$ cat src/rtl/pek_pkg.sv
package pek_pkg;

  // Register offsets (byte addresses on the plain port)
  localparam logic [7:0] PEK_OFF_PORT_E_DATA      = 8'h08;
  localparam logic [7:0] PEK_OFF_PORT_E_DIRECTION = 8'h09;
  localparam logic [7:0] PEK_OFF_PORT_K_DATA      = 8'h32;
  localparam logic [7:0] PEK_OFF_PORT_K_DIRECTION = 8'h33;
  localparam logic [7:0] PEK_OFF_PULLUP_CONTROL   = 8'h0C;
  localparam logic [7:0] PEK_OFF_MODE_CONTROL     = 8'h0B;
  localparam logic [7:0] PEK_OFF_BUS_IF_CONTROL   = 8'h0E;

  // Field positions
  localparam int PEK_PULLUP_CONTROL_PORT_K_PULLUP_ENABLE_BIT = 7;
  localparam int PEK_PULLUP_CONTROL_PUPEE_BIT = 4;
  localparam int PEK_MODE_EMK_BIT   = 3;
  localparam int PEK_MODE_EME_BIT   = 2;
  localparam int PEK_EBI_CLOCK_STRETCH_SELECT_BIT   = 0;
  localparam int PEK_IRQ_PIN_BIT    = 1;
  localparam int PEK_NONMASKABLE_INTERRUPT_PIN_PIN_BIT   = 0;
  localparam int PEK_CS_EMU_BIT     = 7;
  localparam int PEK_CS_EXT_BIT     = 6;

  // Reset values
  localparam logic [7:0] PEK_RST_DATA      = 8'h00;
  localparam logic [7:0] PEK_RST_DIRECTION = 8'h00;
  localparam logic [7:0] PEK_RST_PULLUP    = 8'h90;
  localparam logic [7:0] PEK_RST_MODE      = 8'h00;
  localparam logic [7:0] PEK_RST_EBI       = 8'h01;

  // Port E bits that may drive; bits 1:0 never drive
  localparam logic [7:0] PEK_E_OUT_MASK = 8'hFC;

  // Chip-select quarter-cycle gap, in mclk cycles
  localparam int PEK_MCLK_HZ       = 40_000_000;
  localparam int PEK_GAP_CYCLES    = 1;

  // Chip mode
  typedef enum logic [1:0] {
    PEK_MODE_SINGLE     = 2'h0,
    PEK_MODE_EXPANDED   = 2'h1,
    PEK_MODE_PERIPHERAL = 2'h2
  } pek_chip_mode_e;

  // Register port request
  typedef struct packed {
    logic [7:0] addr;
    logic [7:0] wdata;
    logic       wr;
    logic       rd;
  } pek_req_s;

  // One 8-bit GPIO pin group
  typedef struct packed {
    logic [7:0] o;
    logic [7:0] oe;
    logic [7:0] pu;
  } pek_pins_s;

  // External bus cycle info from the bus controller
  typedef struct packed {
    logic       clk_fall;
    logic       stretched;
    logic       emu_sel;
    logic       ext_sel;
    logic [5:0] page;
  } pek_xbus_s;

endpackage

$ cat src/rtl/pek_gpio8.sv
`timescale 1ns/1ps
module pek_gpio8
  import pek_pkg::*;
(
  input  wire logic       mclk,
  input  wire logic       arst_n,
  input  wire logic [7:0] pin_i,
  input  wire logic [7:0] data_r,
  input  wire logic [7:0] dir_r,
  output logic [7:0]      rd_val,
  output logic [7:0]      pin_sync
);
  logic [7:0] s1_r;
  logic [7:0] s2_r;
  logic [7:0] s3_r;
  logic [7:0] stable_r;

  // Three-stage input synchroniser
  always_ff @(posedge mclk or negedge arst_n)
  begin
    if (!arst_n)
    begin
      s1_r <= 8'h00;
      s2_r <= 8'h00;
      s3_r <= 8'h00;
    end
    else
    begin
      s1_r <= pin_i;
      s2_r <= s1_r;
      s3_r <= s2_r;
    end
  end

  // Accept a change once stages two and three agree
  always_ff @(posedge mclk or negedge arst_n)
  begin
    if (!arst_n)
      stable_r <= 8'h00;
    else
      stable_r <= (s2_r & s3_r) | (stable_r & (s2_r | s3_r));
  end

  assign pin_sync = stable_r;
  // Read source by direction: pin when input, latch when output
  assign rd_val   = (dir_r & data_r) | (~dir_r & stable_r);
endmodule

$ cat src/rtl/pek_port_ek.sv
`timescale 1ns/1ps
module pek_port_ek
  import pek_pkg::*;
(
  input  wire logic           mclk,
  input  wire logic           arst_n,
  input  pek_pkg::pek_req_s   req,
  output logic [7:0]          rdata,
  output logic                ext_echo,
  input  pek_pkg::pek_chip_mode_e chip_mode,
  input  pek_pkg::pek_xbus_s  xbus,
  input  wire logic [7:0]     port_e_pin_i,
  output pek_pkg::pek_pins_s  port_e_pins,
  input  wire logic [7:0]     port_k_pin_i,
  output pek_pkg::pek_pins_s  port_k_pins
);
  import pek_pkg::*;

  logic [7:0] port_e_data_r;
  logic [7:0] port_e_direction_r;
  logic [7:0] port_k_data_r;
  logic [7:0] port_k_direction_r;
  logic [7:0] pullup_control_r;
  logic [7:0] mode_control_r;
  logic [7:0] bus_interface_control_r;
  logic [7:0] rdata_r;
  logic       ext_echo_r;
  logic [7:0] e_rd;
  logic [7:0] k_rd;
  logic       in_exp;
  logic       in_per;
  logic       e_dir_mapped;
  logic       k_data_mapped;
  logic       port_k_emulation_enable;
  logic       port_e_emulation_enable;
  logic       clock_stretch_select;
  logic       hit;
  logic [7:0] rd_mux;
  logic       gap_r;
  logic [7:0] k_emu_o;
  logic       sel_wr;
  logic       sel_rd;
  logic       we_e_data;
  logic       we_e_dir;
  logic       we_k_data;
  logic       we_k_dir;
  logic       we_pullup;
  logic       we_mode;
  logic       we_bus_if;

  assign in_exp = (chip_mode == PEK_MODE_EXPANDED);
  assign in_per = (chip_mode == PEK_MODE_PERIPHERAL);
  assign port_k_emulation_enable    = mode_control_r[PEK_MODE_EMK_BIT];
  assign port_e_emulation_enable    = mode_control_r[PEK_MODE_EME_BIT];
  assign clock_stretch_select   = bus_interface_control_r[PEK_EBI_CLOCK_STRETCH_SELECT_BIT];

  // Map visibility; a hidden register is echoed on the external bus
  always_comb
  begin
    e_dir_mapped  = 1'b1;
    k_data_mapped = 1'b1;
    if (in_exp || in_per)
      e_dir_mapped = 1'b0;
    if (in_exp && port_e_emulation_enable)
      e_dir_mapped = 1'b0;
    if ((in_exp || in_per) && port_k_emulation_enable)
      k_data_mapped = 1'b0;
  end

  // Address decode
  always_comb
  begin
    hit = 1'b1;
    unique case (req.addr)
      PEK_OFF_PORT_E_DATA:      hit = 1'b1;
      PEK_OFF_PORT_E_DIRECTION: hit = e_dir_mapped;
      PEK_OFF_PORT_K_DATA:      hit = k_data_mapped;
      PEK_OFF_PORT_K_DIRECTION: hit = 1'b1;
      PEK_OFF_PULLUP_CONTROL:   hit = 1'b1;
      PEK_OFF_MODE_CONTROL:     hit = 1'b1;
      PEK_OFF_BUS_IF_CONTROL:   hit = 1'b1;
      default:                  hit = 1'b0;
    endcase
  end

  assign sel_wr = req.wr && hit;
  assign sel_rd = req.rd && hit;

  // Per-register write enables; hidden registers ignore writes
  always_comb
  begin
    we_e_data = sel_wr && (req.addr == PEK_OFF_PORT_E_DATA);
    we_e_dir  = sel_wr && (req.addr == PEK_OFF_PORT_E_DIRECTION);
    we_k_data = sel_wr && (req.addr == PEK_OFF_PORT_K_DATA);
    we_k_dir  = sel_wr && (req.addr == PEK_OFF_PORT_K_DIRECTION);
    we_pullup = sel_wr && (req.addr == PEK_OFF_PULLUP_CONTROL);
    we_mode   = sel_wr && (req.addr == PEK_OFF_MODE_CONTROL);
    we_bus_if = sel_wr && (req.addr == PEK_OFF_BUS_IF_CONTROL);
  end

  // Port E data latch
  always_ff @(posedge mclk or negedge arst_n)
  begin
    if (!arst_n)
      port_e_data_r <= PEK_RST_DATA;
    else if (we_e_data)
      port_e_data_r <= req.wdata;
  end

  // Port E direction; interrupt bits can never become outputs
  always_ff @(posedge mclk or negedge arst_n)
  begin
    if (!arst_n)
      port_e_direction_r <= PEK_RST_DIRECTION;
    else if (we_e_dir)
      port_e_direction_r <= req.wdata & PEK_E_OUT_MASK;
  end

  // Port K data latch
  always_ff @(posedge mclk or negedge arst_n)
  begin
    if (!arst_n)
      port_k_data_r <= PEK_RST_DATA;
    else if (we_k_data)
      port_k_data_r <= req.wdata;
  end

  // Port K direction
  always_ff @(posedge mclk or negedge arst_n)
  begin
    if (!arst_n)
      port_k_direction_r <= PEK_RST_DIRECTION;
    else if (we_k_dir)
      port_k_direction_r <= req.wdata;
  end

  // Pull-up control
  always_ff @(posedge mclk or negedge arst_n)
  begin
    if (!arst_n)
      pullup_control_r <= PEK_RST_PULLUP;
    else if (we_pullup)
      pullup_control_r <= req.wdata;
  end

  // Emulation mode control
  always_ff @(posedge mclk or negedge arst_n)
  begin
    if (!arst_n)
      mode_control_r <= PEK_RST_MODE;
    else if (we_mode)
      mode_control_r <= req.wdata;
  end

  // Bus interface control
  always_ff @(posedge mclk or negedge arst_n)
  begin
    if (!arst_n)
      bus_interface_control_r <= PEK_RST_EBI;
    else if (we_bus_if)
      bus_interface_control_r <= req.wdata;
  end

  // Pin synchronisers and read source selection
  pek_gpio8 u_port_e (
    .mclk     (mclk),
    .arst_n   (arst_n),
    .pin_i    (port_e_pin_i),
    .data_r   (port_e_data_r),
    .dir_r    (port_e_direction_r),
    .rd_val   (e_rd),
    .pin_sync ()
  );

  pek_gpio8 u_port_k (
    .mclk     (mclk),
    .arst_n   (arst_n),
    .pin_i    (port_k_pin_i),
    .data_r   (port_k_data_r),
    .dir_r    (port_k_direction_r),
    .rd_val   (k_rd),
    .pin_sync ()
  );

  // Read mux
  always_comb
  begin
    rd_mux = 8'h00;
    unique case (req.addr)
      PEK_OFF_PORT_E_DATA:      rd_mux = e_rd;
      PEK_OFF_PORT_E_DIRECTION: rd_mux = port_e_direction_r;
      PEK_OFF_PORT_K_DATA:      rd_mux = k_rd;
      PEK_OFF_PORT_K_DIRECTION: rd_mux = port_k_direction_r;
      PEK_OFF_PULLUP_CONTROL:   rd_mux = pullup_control_r;
      PEK_OFF_MODE_CONTROL:     rd_mux = mode_control_r;
      PEK_OFF_BUS_IF_CONTROL:   rd_mux = bus_interface_control_r;
      default:                  rd_mux = 8'h00;
    endcase
  end

  // Registered read data; unmapped reads return zero
  always_ff @(posedge mclk or negedge arst_n)
  begin
    if (!arst_n)
      rdata_r <= 8'h00;
    else if (sel_rd)
      rdata_r <= rd_mux;
    else
      rdata_r <= 8'h00;
  end

  // Unclaimed access goes out on the external bus
  always_ff @(posedge mclk or negedge arst_n)
  begin
    if (!arst_n)
      ext_echo_r <= 1'b0;
    else
      ext_echo_r <= (req.wr || req.rd) && !hit;
  end

  assign rdata    = rdata_r;
  assign ext_echo = ext_echo_r;

  // Chip-select gap after each bus-clock fall, except a stretched one while clock stretch select is clear
  always_ff @(posedge mclk or negedge arst_n)
  begin
    if (!arst_n)
      gap_r <= 1'b0;
    else
      gap_r <= xbus.clk_fall && !(xbus.stretched && !clock_stretch_select);
  end

  // Emulation drive for port K
  always_comb
  begin
    k_emu_o                 = 8'h00;
    k_emu_o[5:0]            = xbus.page;
    k_emu_o[PEK_CS_EXT_BIT] = !xbus.ext_sel || gap_r;
    k_emu_o[PEK_CS_EMU_BIT] = !xbus.emu_sel || gap_r;
  end

  // Port E pin drive
  always_comb
  begin
    port_e_pins.o  = port_e_data_r;
    port_e_pins.oe = port_e_direction_r & PEK_E_OUT_MASK;
    port_e_pins.pu = {8{pullup_control_r[PEK_PULLUP_CONTROL_PUPEE_BIT]}} & ~port_e_pins.oe;
  end

  // Port K pin drive: emulation or GPIO
  always_comb
  begin
    if (port_k_emulation_enable)
    begin
      port_k_pins.o  = k_emu_o;
      port_k_pins.oe = 8'hFF;
      port_k_pins.pu = 8'h00;
    end
    else
    begin
      port_k_pins.o  = port_k_data_r;
      port_k_pins.oe = port_k_direction_r;
      port_k_pins.pu = {8{pullup_control_r[PEK_PULLUP_CONTROL_PORT_K_PULLUP_ENABLE_BIT]}}
                       & ~port_k_direction_r;
    end
  end

endmodule

$ cat config.mk
export PLATFORM = sky130hd
export DESIGN_NAME = pek_port_ek
export DESIGN_NICKNAME = d
export VERILOG_FILES = /design/src/rtl/pek_pkg.sv /design/src/rtl/pek_gpio8.sv /design/src/rtl/pek_port_ek.sv
export SDC_FILE = /design/constraint.sdc
export NUM_CORES = 1
export LEC_CHECK = 0
export ABC_AREA = 1
export BUFFER_PORTS_ARGS = -buffer_cell sky130_fd_sc_hd__buf_4
export CAP_MARGIN = 0
export CORE_AREA = 4 4 110 112
export DETAILED_ROUTE_END_ITERATION = 8
export DIE_AREA = 0 0 114 116
export HOLD_SLACK_MARGIN = 0.05
export MAX_ROUTING_LAYER = met4
export PLACE_DENSITY = 0.7
export SLEW_MARGIN = 40
export SYNTH_ARGS = -nofsm -noshare
export SYNTH_HDL_FRONTEND = slang
export SYNTH_SLANG_ARGS = --single-unit
$ cat constraint.sdc
create_clock -name mclk -period 2.54 [get_ports mclk]
set_input_delay 0.381 -clock mclk [delete_from_list [all_inputs] [get_ports mclk]]
set_output_delay 0.381 -clock mclk [all_outputs]
set_load 0.05 [all_outputs]
==> results.sh, run 1 <==
export IMPL_cts_tree="yes"
export IMPL_firstDrtPassIters=5
export IMPL_ant_nets=0
export IMPL_ys_seq_area_share_pct=61.0
export IMPL_io_pins=105
export IMPL_crit_chain="inv_1, nor2_1, a22oi_1, buf_4"
export IMPL_drt_total_wl_um=13100
export IMPL_synth_cell_type_count=32
export IMPL_irDropWorstVdd_uv=809
export IMPL_worst_hold_slack_ns=0.0669
export IMPL_cts_clk_slew_worst_paths_ns=0.06
export IMPL_clock_tree_buffer_depth=2
export IMPL_die_height_um=116
export IMPL_whs_path_depth=1
export IMPL_rr_worst_depth=8
export IMPL_final_setup_viol_count=0
export IMPL_dr_total_vias=4169
export IMPL_dp_hpwl_um=9520
export IMPL_slowest_delay_ns=0.67
export IMPL_via_per_inst=5.16
export IMPL_tightest_slew_ns=0.682
export IMPL_criticalPathCategory="flop to output pin"
export IMPL_drc=0
export IMPL_die_width_um=114
export IMPL_power_mw=4.96
export IMPL_dieArea_sq_um=13200
export IMPL_rsz0062_at_grt="no"
export IMPL_cts_sinks=128
export IMPL_critPathCaptureType="output pin"
export IMPL_syn_area_per_cell_sq_um=9.73
export IMPL_cp_top_family="flip-flops"
export IMPL_leakagePower_nw=3.34
export IMPL_nets=701
export IMPL_grt_pass1_wl_um=21800
export IMPL_htree_levels=4
export IMPL_slew_headroom_pct=54.3
export IMPL_coreArea_sq_um=11200
export IMPL_grt_max_degree=49
export IMPL_path_max_fanout=15
export IMPL_fin_skew_ns=0.00639
export IMPL_fin_setup_tns_ns=0
export IMPL_critPathLaunchType="flop"
export IMPL_hold_viol_final=0
export IMPL_drive_above_1_share_pct=24.8
export IMPL_crit_cells=4
export IMPL_cp_data_arrival_time_ns=1.90
export IMPL_syn_to_final_growth_pct=29.1
export IMPL_initial_utilization_pct=46.8
export IMPL_synthCells=540
export IMPL_status="finished clean"
export IMPL_period_share_pct=89.9
export IMPL_cp_buffers_inverters=2
export IMPL_dpl_cell_area_sq_um=6140
export IMPL_grt_overflow_total=0
export IMPL_numCtsBuffers=17
export IMPL_worstPathRequired_ns=2.16
export IMPL_grt_antenna_before_repair=0
export IMPL_track_usage_pct=22.3
export IMPL_hold_class="input port to flop"
export IMPL_yosys_warnings=0
export IMPL_p_per_area_nw_per_um2=731
export IMPL_clk_latency_ns=0.42
export IMPL_slew_viol_final=0
export IMPL_place_congestion=0.946
export IMPL_max_freq_mhz=438
export IMPL_fillCellCount=967
export IMPL_first_global_vias=4211
export IMPL_cts_root_buffer="clkbuf_16"
export IMPL_hold_buffers=3
export IMPL_row_count=39
export IMPL_wire_per_inst_um=16.2
export IMPL_cts_setup_buffers=0
export IMPL_cap_violations=0
export IMPL_stdcell_area_sq_um=6790
export IMPL_cts_resized=0
export IMPL_antenna_cells=0
export IMPL_synth_seq_cells=128
export IMPL_portBuffers=102
export IMPL_drt_iter0_drc=437
export IMPL_slowest_stage="dfrtp_1"
export IMPL_min_period_ns=2.28
export IMPL_synth_area_sq_um=5260
-- area by class of cell --
cell class                      count  area (sq um)  area share, %
Tap cell                          143           179           2.64
Sequential cell                   128          3210           47.3
Timing Repair Buffer              112           881           13.0
Clock buffer                       18           439           6.47
Multi-Input combinational cell    349          1770           26.1
Inverter                           44           165           2.43
Clock inverter                     14           146           2.16
-- synth_stat cells --
cell type	count	area, sq um
a21boi_0	1	7.51
a21oi_1	6	30.0
a22oi_1	2	15.0
buf_1	4	15.0
buf_2	2	10.0
buf_4	9	67.6
buf_6	1	11.3
clkbuf_1	4	15.0
conb_1	1	3.75
dfrtp_1	125	3130
dfstp_2	3	78.8
ha_1	1	12.5
inv_1	37	139
inv_2	7	26.3
maj3_1	16	160
mux2_2	3	33.8
mux2i_1	6	60.1
nand2_1	162	608
nand2_2	3	18.8
nand2_4	1	11.3
nand2_8	1	20.0
nand3_1	5	25.0
nand3_2	5	50.1
nand4_1	46	288
nor2_1	47	176
nor2_2	1	6.26
nor2_4	2	22.5
nor3_1	4	20.0
nor3_2	1	10.0
o211ai_1	6	45.0
o21ai_0	27	135
o22ai_1	1	6.26
-- logic make-up after synthesis --
family	share of synthesized area, %
other	0.0713
AOI/OAI and AO/OA	4.55
buffers and inverters	5.40
adders and majority gates	3.28
muxes	1.79
and+or+nand+nor	23.9
DFF	61.0
-- cell usage in the layout (no fill, tap or decap) --
cell type	n
ha_1	1
nand4_1	46
nor3_2	1
mux2_2	3
a21oi_1	6
nor3_1	4
dlygate4sd3_1	6
inv_6	5
dfrtp_1	125
nand3_1	5
mux2i_1	6
clkbuf_8	1
nor2_2	1
nor2_1	47
buf_4	104
a22oi_1	2
nand2_4	1
nor2_4	2
buf_12	2
nand2_1	162
inv_8	2
a21boi_0	1
clkinv_4	4
inv_2	7
dfstp_2	3
nand2_8	1
maj3_1	16
inv_1	37
nand3_2	5
conb_1	2
clkbuf_16	17
clkinvlp_4	2
bufinv_16	1
o21ai_0	27
nand2_2	3
o22ai_1	1
o211ai_1	6
-- layer usage --
metal	GRT usage, %	wire [um]	vias up
met1	29.4	5760	2001
met3	5.27	734	29
met2	32.8	6180	139
met5	-	0	-
li1	-	-	2000
met4	10.2	395	0
-- per-stage QoR --
stage / worst slack [ns] / util, % / instances
2_1_floorplan: 0.273 / - / 541
3_3_place_gp: 0.593 / 54.7 / 770
3_5_place_dp: 0.573 / 54.7 / 770
4_1_cts: 0.257 / 60.2 / 805
5_1_grt: 0.156 / 60.5 / 808
6_report: 0.257 / 60.5 / 808
-- path summary, 6_finish.rpt --
check | start | endpoint | slack [ns]
setup / recovery | mode_control_r[3] | port_k_pins[22] | 0.26
hold / removal | port_k_pin_i[1] | u_port_k.s1_r[1] | 0.07
setup reg to reg | mode_control_r[3] | port_e_direction_r[4] | 0.77
hold reg to reg | u_port_e.s1_r[0] | u_port_e.s2_r[0] | 0.35
max in group asynchronous | arst_n | mode_control_r[5] | 1.31
min in group asynchronous | arst_n | u_port_k.s2_r[7] | 0.55
-- power breakdown --
| group | switching (mW) | internal, mW | total (mW) |
|---|---|---|---|
| registers | 0.0492 | 2.12 | 2.17 |
| logic | 0.280 | 0.149 | 0.429 |
| clock network | 0.954 | 1.40 | 2.36 |
No activity file was read; power rests on OpenSTA's default activity.
==> inputs of run 2 (changes only) <==
--- a/config.mk
+++ b/config.mk
@@ -9,6 +9,7 @@
 export BUFFER_PORTS_ARGS = -buffer_cell sky130_fd_sc_hd__buf_4
 export CAP_MARGIN = 0
 export CORE_AREA = 4 4 110 112
+export CTS_CLUSTER_SIZE = 28
 export DETAILED_ROUTE_END_ITERATION = 8
 export DIE_AREA = 0 0 114 116
 export HOLD_SLACK_MARGIN = 0.05
==> constraint.sdc (replaced) <==
create_clock -name mclk -period 2.3 [get_ports mclk]
set_input_delay 0.345 -clock mclk [delete_from_list [all_inputs] [get_ports mclk]]
set_output_delay 0.345 -clock mclk [all_outputs]
set_load 0.05 [all_outputs]
==> results.sh, run 2 (synthesis gave the netlist of run 1 again) <==
export IMPL_status="finished clean"
export IMPL_slowest_delay_ns=0.53
export IMPL_firstDrtPassIters=5
export IMPL_initial_utilization_pct=46.8
export IMPL_setup_ws_ns=0.242
export IMPL_cts_clk_slew_worst_paths_ns=0.05
export IMPL_p_per_area_nw_per_um2=800
export IMPL_cp_buffers_inverters=2
export IMPL_fillCellCount=920
export IMPL_drive_above_1_share_pct=24.5
export IMPL_dr_total_vias=4262
export IMPL_hold_class="input port to flop"
export IMPL_grt_antenna_before_repair=0
export IMPL_drt_iter0_drc=408
export IMPL_multi_input_area_sq_um=1770
export IMPL_power_mw=5.52
export IMPL_first_global_vias=4259
export IMPL_cap_violations=0
export IMPL_path_max_fanout=15
export IMPL_stdcell_area_sq_um=6900
export IMPL_period_share_pct=89.5
export IMPL_portBuffers=102
export IMPL_power_switching_mw=1.35
export IMPL_p_comb_share_pct=8.8
export IMPL_cts_root_buffer="clkbuf_16"
export IMPL_tightest_slew_ns=0.616
export IMPL_hold_viol_final=0
export IMPL_syn_to_final_growth_pct=31.3
export IMPL_clk_latency_ns=0.42
export IMPL_slowest_stage="dfrtp_2"
export IMPL_coreArea_sq_um=11200
export IMPL_antenna_cells=0
export IMPL_cts_tree="yes"
export IMPL_fin_setup_tns_ns=0
export IMPL_place_congestion=1.02
export IMPL_fin_skew_ns=0.0154
export IMPL_die_width_um=114
export IMPL_nets=713
export IMPL_ant_nets=0
export IMPL_min_period_ns=2.06
export IMPL_p_int_mw=4.18
export IMPL_cts_setup_buffers=0
export IMPL_crit_chain="inv_1, nor2_1, a22oi_1, buf_4"
export IMPL_max_freq_mhz=486
export IMPL_grt_pass1_wl_um=21500
export IMPL_rsz0062_at_grt="no"
export IMPL_die_height_um=116
export IMPL_critPathLaunchType="flop"
export IMPL_cp_data_arrival_time_ns=1.71
export IMPL_place_ws_ns=0.397
export IMPL_leakagePower_nw=3.38
export IMPL_row_count=39
export IMPL_htree_levels=4
export IMPL_final_core_util_pct=61.5
export IMPL_via_per_inst=5.20
export IMPL_seq_area_sq_um=3210
export IMPL_drc=0
export IMPL_critPathCaptureType="output pin"
export IMPL_criticalPathCategory="flop to output pin"
export IMPL_cp_top_family="flip-flops"
export IMPL_numCtsBuffers=17
export IMPL_dieArea_sq_um=13200
export IMPL_switching_share_pct=24.4
export IMPL_cts_sinks=128
export IMPL_slew_headroom_pct=58.9
export IMPL_p_clk_share_pct=47.7
export IMPL_dp_hpwl_um=9500
export IMPL_final_setup_viol_count=0
export IMPL_drt_total_wl_um=13200
export IMPL_layout_commonest_cell="nand2_1"
export IMPL_track_usage_pct=21.9
export IMPL_slew_viol_final=0
export IMPL_grt_max_degree=70
export IMPL_clock_tree_buffer_depth=2
export IMPL_dpl_cell_area_sq_um=6140
export IMPL_io_pins=105
export IMPL_grt_overflow_total=0
export IMPL_worstPathRequired_ns=1.96
export IMPL_final_cell_mix="nand2_1, dfrtp_1, buf_4"
export IMPL_wire_per_inst_um=16.1
export IMPL_seqPwrFrac_pct=43.5
export IMPL_irDropWorstVdd_uv=691
## run 2: what timing repair did
item,4_1_cts,5_1_grt
hold buffers,17,0
gates resized for setup,0,1
endpoints found under the hold margin,40,0
endpoints found under the setup margin,0,2
## run 2: area by class of cell
cell class,instances,area share [%]
tap,143,2.59
clock buffer,20,6.62
timing repair buffer,124,14.3
clock inverter,12,1.96
inverter,44,2.39
sequential,128,46.5
multi-input combinational,349,25.6
## run 2: layer usage
layer  track usage, %  routed length [um]  vias to the layer above  share of wire [%]
met5                -                   0                        -                  0
met4             10.5                 431                        0                3.3
met3             5.54                 780                       35                5.9
met2             31.9                6170                      150                 47
met1             28.9                5810                     2051                 44
li1                 -                   -                     2026                  -
## run 2: final timing paths
kind / start / to / slack (ns) / cells after the start
setup / recovery: mode_control_r[3] / port_k_pins[22] / 0.24 / 4
hold / removal: xbus[8] / gap_r / 0.12 / 2
setup reg to reg: mode_control_r[3] / port_e_direction_r[6] / 0.67 / 8
hold reg to reg: u_port_k.s1_r[3] / u_port_k.s2_r[3] / 0.35 / 0
max in group asynchronous: arst_n / u_port_e.s2_r[6] / 1.17 / 3
min in group asynchronous: arst_n / u_port_k.s3_r[7] / 0.38 / 2
## run 2: through the flow
step	instances	hold slack (ns)
floorplan	541	0.0494
global placement	771	0.269
detailed placement	771	0.273
CTS	820	0.101
global route	820	0.108
finish	820	0.123
## run 2: power by group through the flow
stage                     clock network [mW]  logic [mW]  registers (mW)
after global placement                     0       0.459            2.44
after global routing                    2.79       0.529            2.41
after CTS                               2.69       0.490            2.40
final                                   2.63       0.488            2.40
after floorplan                            0       0.225            2.45
after detailed placement                   0       0.465            2.44
==> inputs of run 3 (changes only) <==
--- a/config.mk
+++ b/config.mk
@@ -14,7 +14,7 @@
 export DIE_AREA = 0 0 114 116
 export HOLD_SLACK_MARGIN = 0.05
 export MAX_ROUTING_LAYER = met4
-export PLACE_DENSITY = 0.7
+export PLACE_DENSITY = 0.73
 export SLEW_MARGIN = 40
 export SYNTH_ARGS = -nofsm -noshare
 export SYNTH_HDL_FRONTEND = slang
==> constraint.sdc (replaced) <==
create_clock -name mclk -period 1.8 [get_ports mclk]
set_input_delay 0.27 -clock mclk [delete_from_list [all_inputs] [get_ports mclk]]
set_output_delay 0.27 -clock mclk [all_outputs]
set_load 0.05 [all_outputs]
==> results.sh, run 3 (synthesis gave the netlist of run 1 again) <==
export IMPL_crit_chain="clkinvlp_4, buf_12, nor2_4, buf_8"
export IMPL_dieArea_sq_um=13200
export IMPL_min_period_ns=1.77
export IMPL_worstPathRequired_ns=1.53
export IMPL_clk_latency_ns=0.41
export IMPL_cts_root_buffer="clkbuf_16"
export IMPL_worst_hold_slack_ns=0.128
export IMPL_place_congestion=0.874
export IMPL_critPathCaptureType="output pin"
export IMPL_track_usage_pct=22.6
export IMPL_fin_skew_ns=0.00627
export IMPL_leakagePower_nw=3.54
export IMPL_fillCellCount=920
export IMPL_antenna_cells=0
export IMPL_syn_to_final_growth_pct=38.9
export IMPL_die_height_um=116
export IMPL_dpl_cell_area_sq_um=6310
export IMPL_period_share_pct=98.4
export IMPL_irDropWorstVdd_uv=714
export IMPL_row_count=39
export IMPL_dr_total_vias=4350
export IMPL_final_cell_mix="nand2_1, dfrtp_1, buf_4"
export IMPL_cp_data_arrival_time_ns=1.50
export IMPL_htree_levels=4
export IMPL_critPathLaunchType="flop"
export IMPL_nets=733
export IMPL_slowest_delay_ns=0.56
export IMPL_first_global_vias=4406
export IMPL_slowest_stage="dfstp_2"
export IMPL_whs_path_depth=2
export IMPL_rsz0062_at_grt="yes"
export IMPL_ant_nets=0
export IMPL_status="finished clean"
export IMPL_drc=0
export IMPL_die_width_um=114
export IMPL_cts_sinks=128
export IMPL_min_from="xbus[9]"
export IMPL_clock_tree_buffer_depth=2
export IMPL_coreArea_sq_um=11200
export IMPL_hold_viol_final=0
export IMPL_grt_overflow_total=0
export IMPL_final_core_util_pct=65.1
export IMPL_rrSetupSlack_ns=0.16
export IMPL_firstDrtPassIters=6
export IMPL_path_max_fanout=8
export IMPL_layout_commonest_cell="nand2_1"
export IMPL_reg2reg_to="port_e_direction_r[2]"
export IMPL_drt_total_wl_um=13700
export IMPL_cts_clk_slew_worst_paths_ns=0.06
export IMPL_slew_viol_final=0
export IMPL_hold_class="input port to flop"
export IMPL_grt_max_degree=40
export IMPL_max_freq_mhz=565
export IMPL_grt_antenna_before_repair=0
export IMPL_wire_per_inst_um=16.3
export IMPL_via_per_inst=5.18
export IMPL_rr_worst_depth=9
export IMPL_grt_pass1_wl_um=22200
export IMPL_initial_utilization_pct=46.8
export IMPL_numCtsBuffers=17
export IMPL_criticalPathCategory="flop to output pin"
export IMPL_dp_hpwl_um=9850
export IMPL_p_per_area_nw_per_um2=1010
export IMPL_io_pins=105
export IMPL_cap_violations=0
export IMPL_drive_above_1_share_pct=29.9
export IMPL_cts_tree="yes"
export IMPL_portBuffers=102
export IMPL_drt_iter0_drc=294
export IMPL_stdcell_area_sq_um=7300
export IMPL_crit_reg2reg_launch="mode_control_r[3]"
export IMPL_final_setup_viol_count=0
export IMPL_worstHoldEndpoint="gap_r"
-- run 3: changes by cell type in the layout (fill, tap and decap cells not counted), moves of 4 or more --
cell / before / now
buf_6: 0 / 13
nand2_1: 162 / 154
nand2_2: 3 / 11
nor2_1: 47 / 38
nor2_4: 2 / 10
o21ai_0: 27 / 23
o21ai_2: 0 / 4
-- run 3: repair_timing --
item                                    CTS  global route
gates resized for setup                  18            23
buffers inserted                          6             0
endpoints found under the hold margin    37             0
pin swaps                                 0             8
endpoints found under the setup margin   18            19
hold buffers                             18             0
-- run 3: area by class of cell --
type                            count  area (sq um)  share of cell area (%)
Clock buffer                       21           470                    6.44
Clock inverter                     10           159                    2.18
Inverter                           44           173                    2.37
Multi-Input combinational cell    349          1870                    25.6
Sequential cell                   128          3210                    43.9
Tap cell                          143           179                    2.45
Timing Repair Buffer              144          1240                    17.0
-- run 3: metrics by stage --
stage / std cells / worst slack (ns) / power [mW] / setup TNS (ns)
3_5_place_dp: 784 / 0.0649 / 3.73 / 0
4_1_cts: 839 / -0.0230 / 7.38 / -0.0867
3_3_place_gp: 784 / 0.146 / 3.71 / 0
6_report: 839 / 0.0290 / 7.34 / 0
2_1_floorplan: 541 / -0.179 / 3.42 / -1.07
5_1_grt: 839 / -0.0371 / 7.61 / -0.136
-- run 3: per-layer routing --
layer / track usage [%] / up-vias / part of all wire, %
met2: 34.6 / 147 / 49
met3: 5.12 / 25 / 4.8
met4: 10.4 / 0 / 2.1
met5: - / - / 0
met1: 28.8 / 2120 / 44
li1: - / 2058 / -
-- run 3: critical path, delay by kind of cell, from the launching register on --
kind	cells	cell delay (ns)
DFF	1	0.56
buffers and inverters	3	0.42
and+or+nand+nor	1	0.10
-- run 3: where the power goes --
group	total, mW	switching [mW]	leakage [nW]	internal (mW)
clock	3.59	1.18	0.305	2.41
combinational	0.685	0.429	1.63	0.256
sequential	3.07	0.0652	1.61	3.00
total	7.34	1.68	3.54	5.67
-- run 3: worst max path at each step --
stage | startpoint | end
6_report | pullup_control_r[7] | port_k_pins[2]
4_1_cts | mode_control_r[3] | port_k_pins[19]
3_5_place_dp | chip_mode[0] | port_e_direction_r[2]
3_3_place_gp | chip_mode[0] | port_e_direction_r[4]
2_1_floorplan | mode_control_r[3] | port_k_pins[18]
5_1_grt | pullup_control_r[4] | port_e_pins[6]
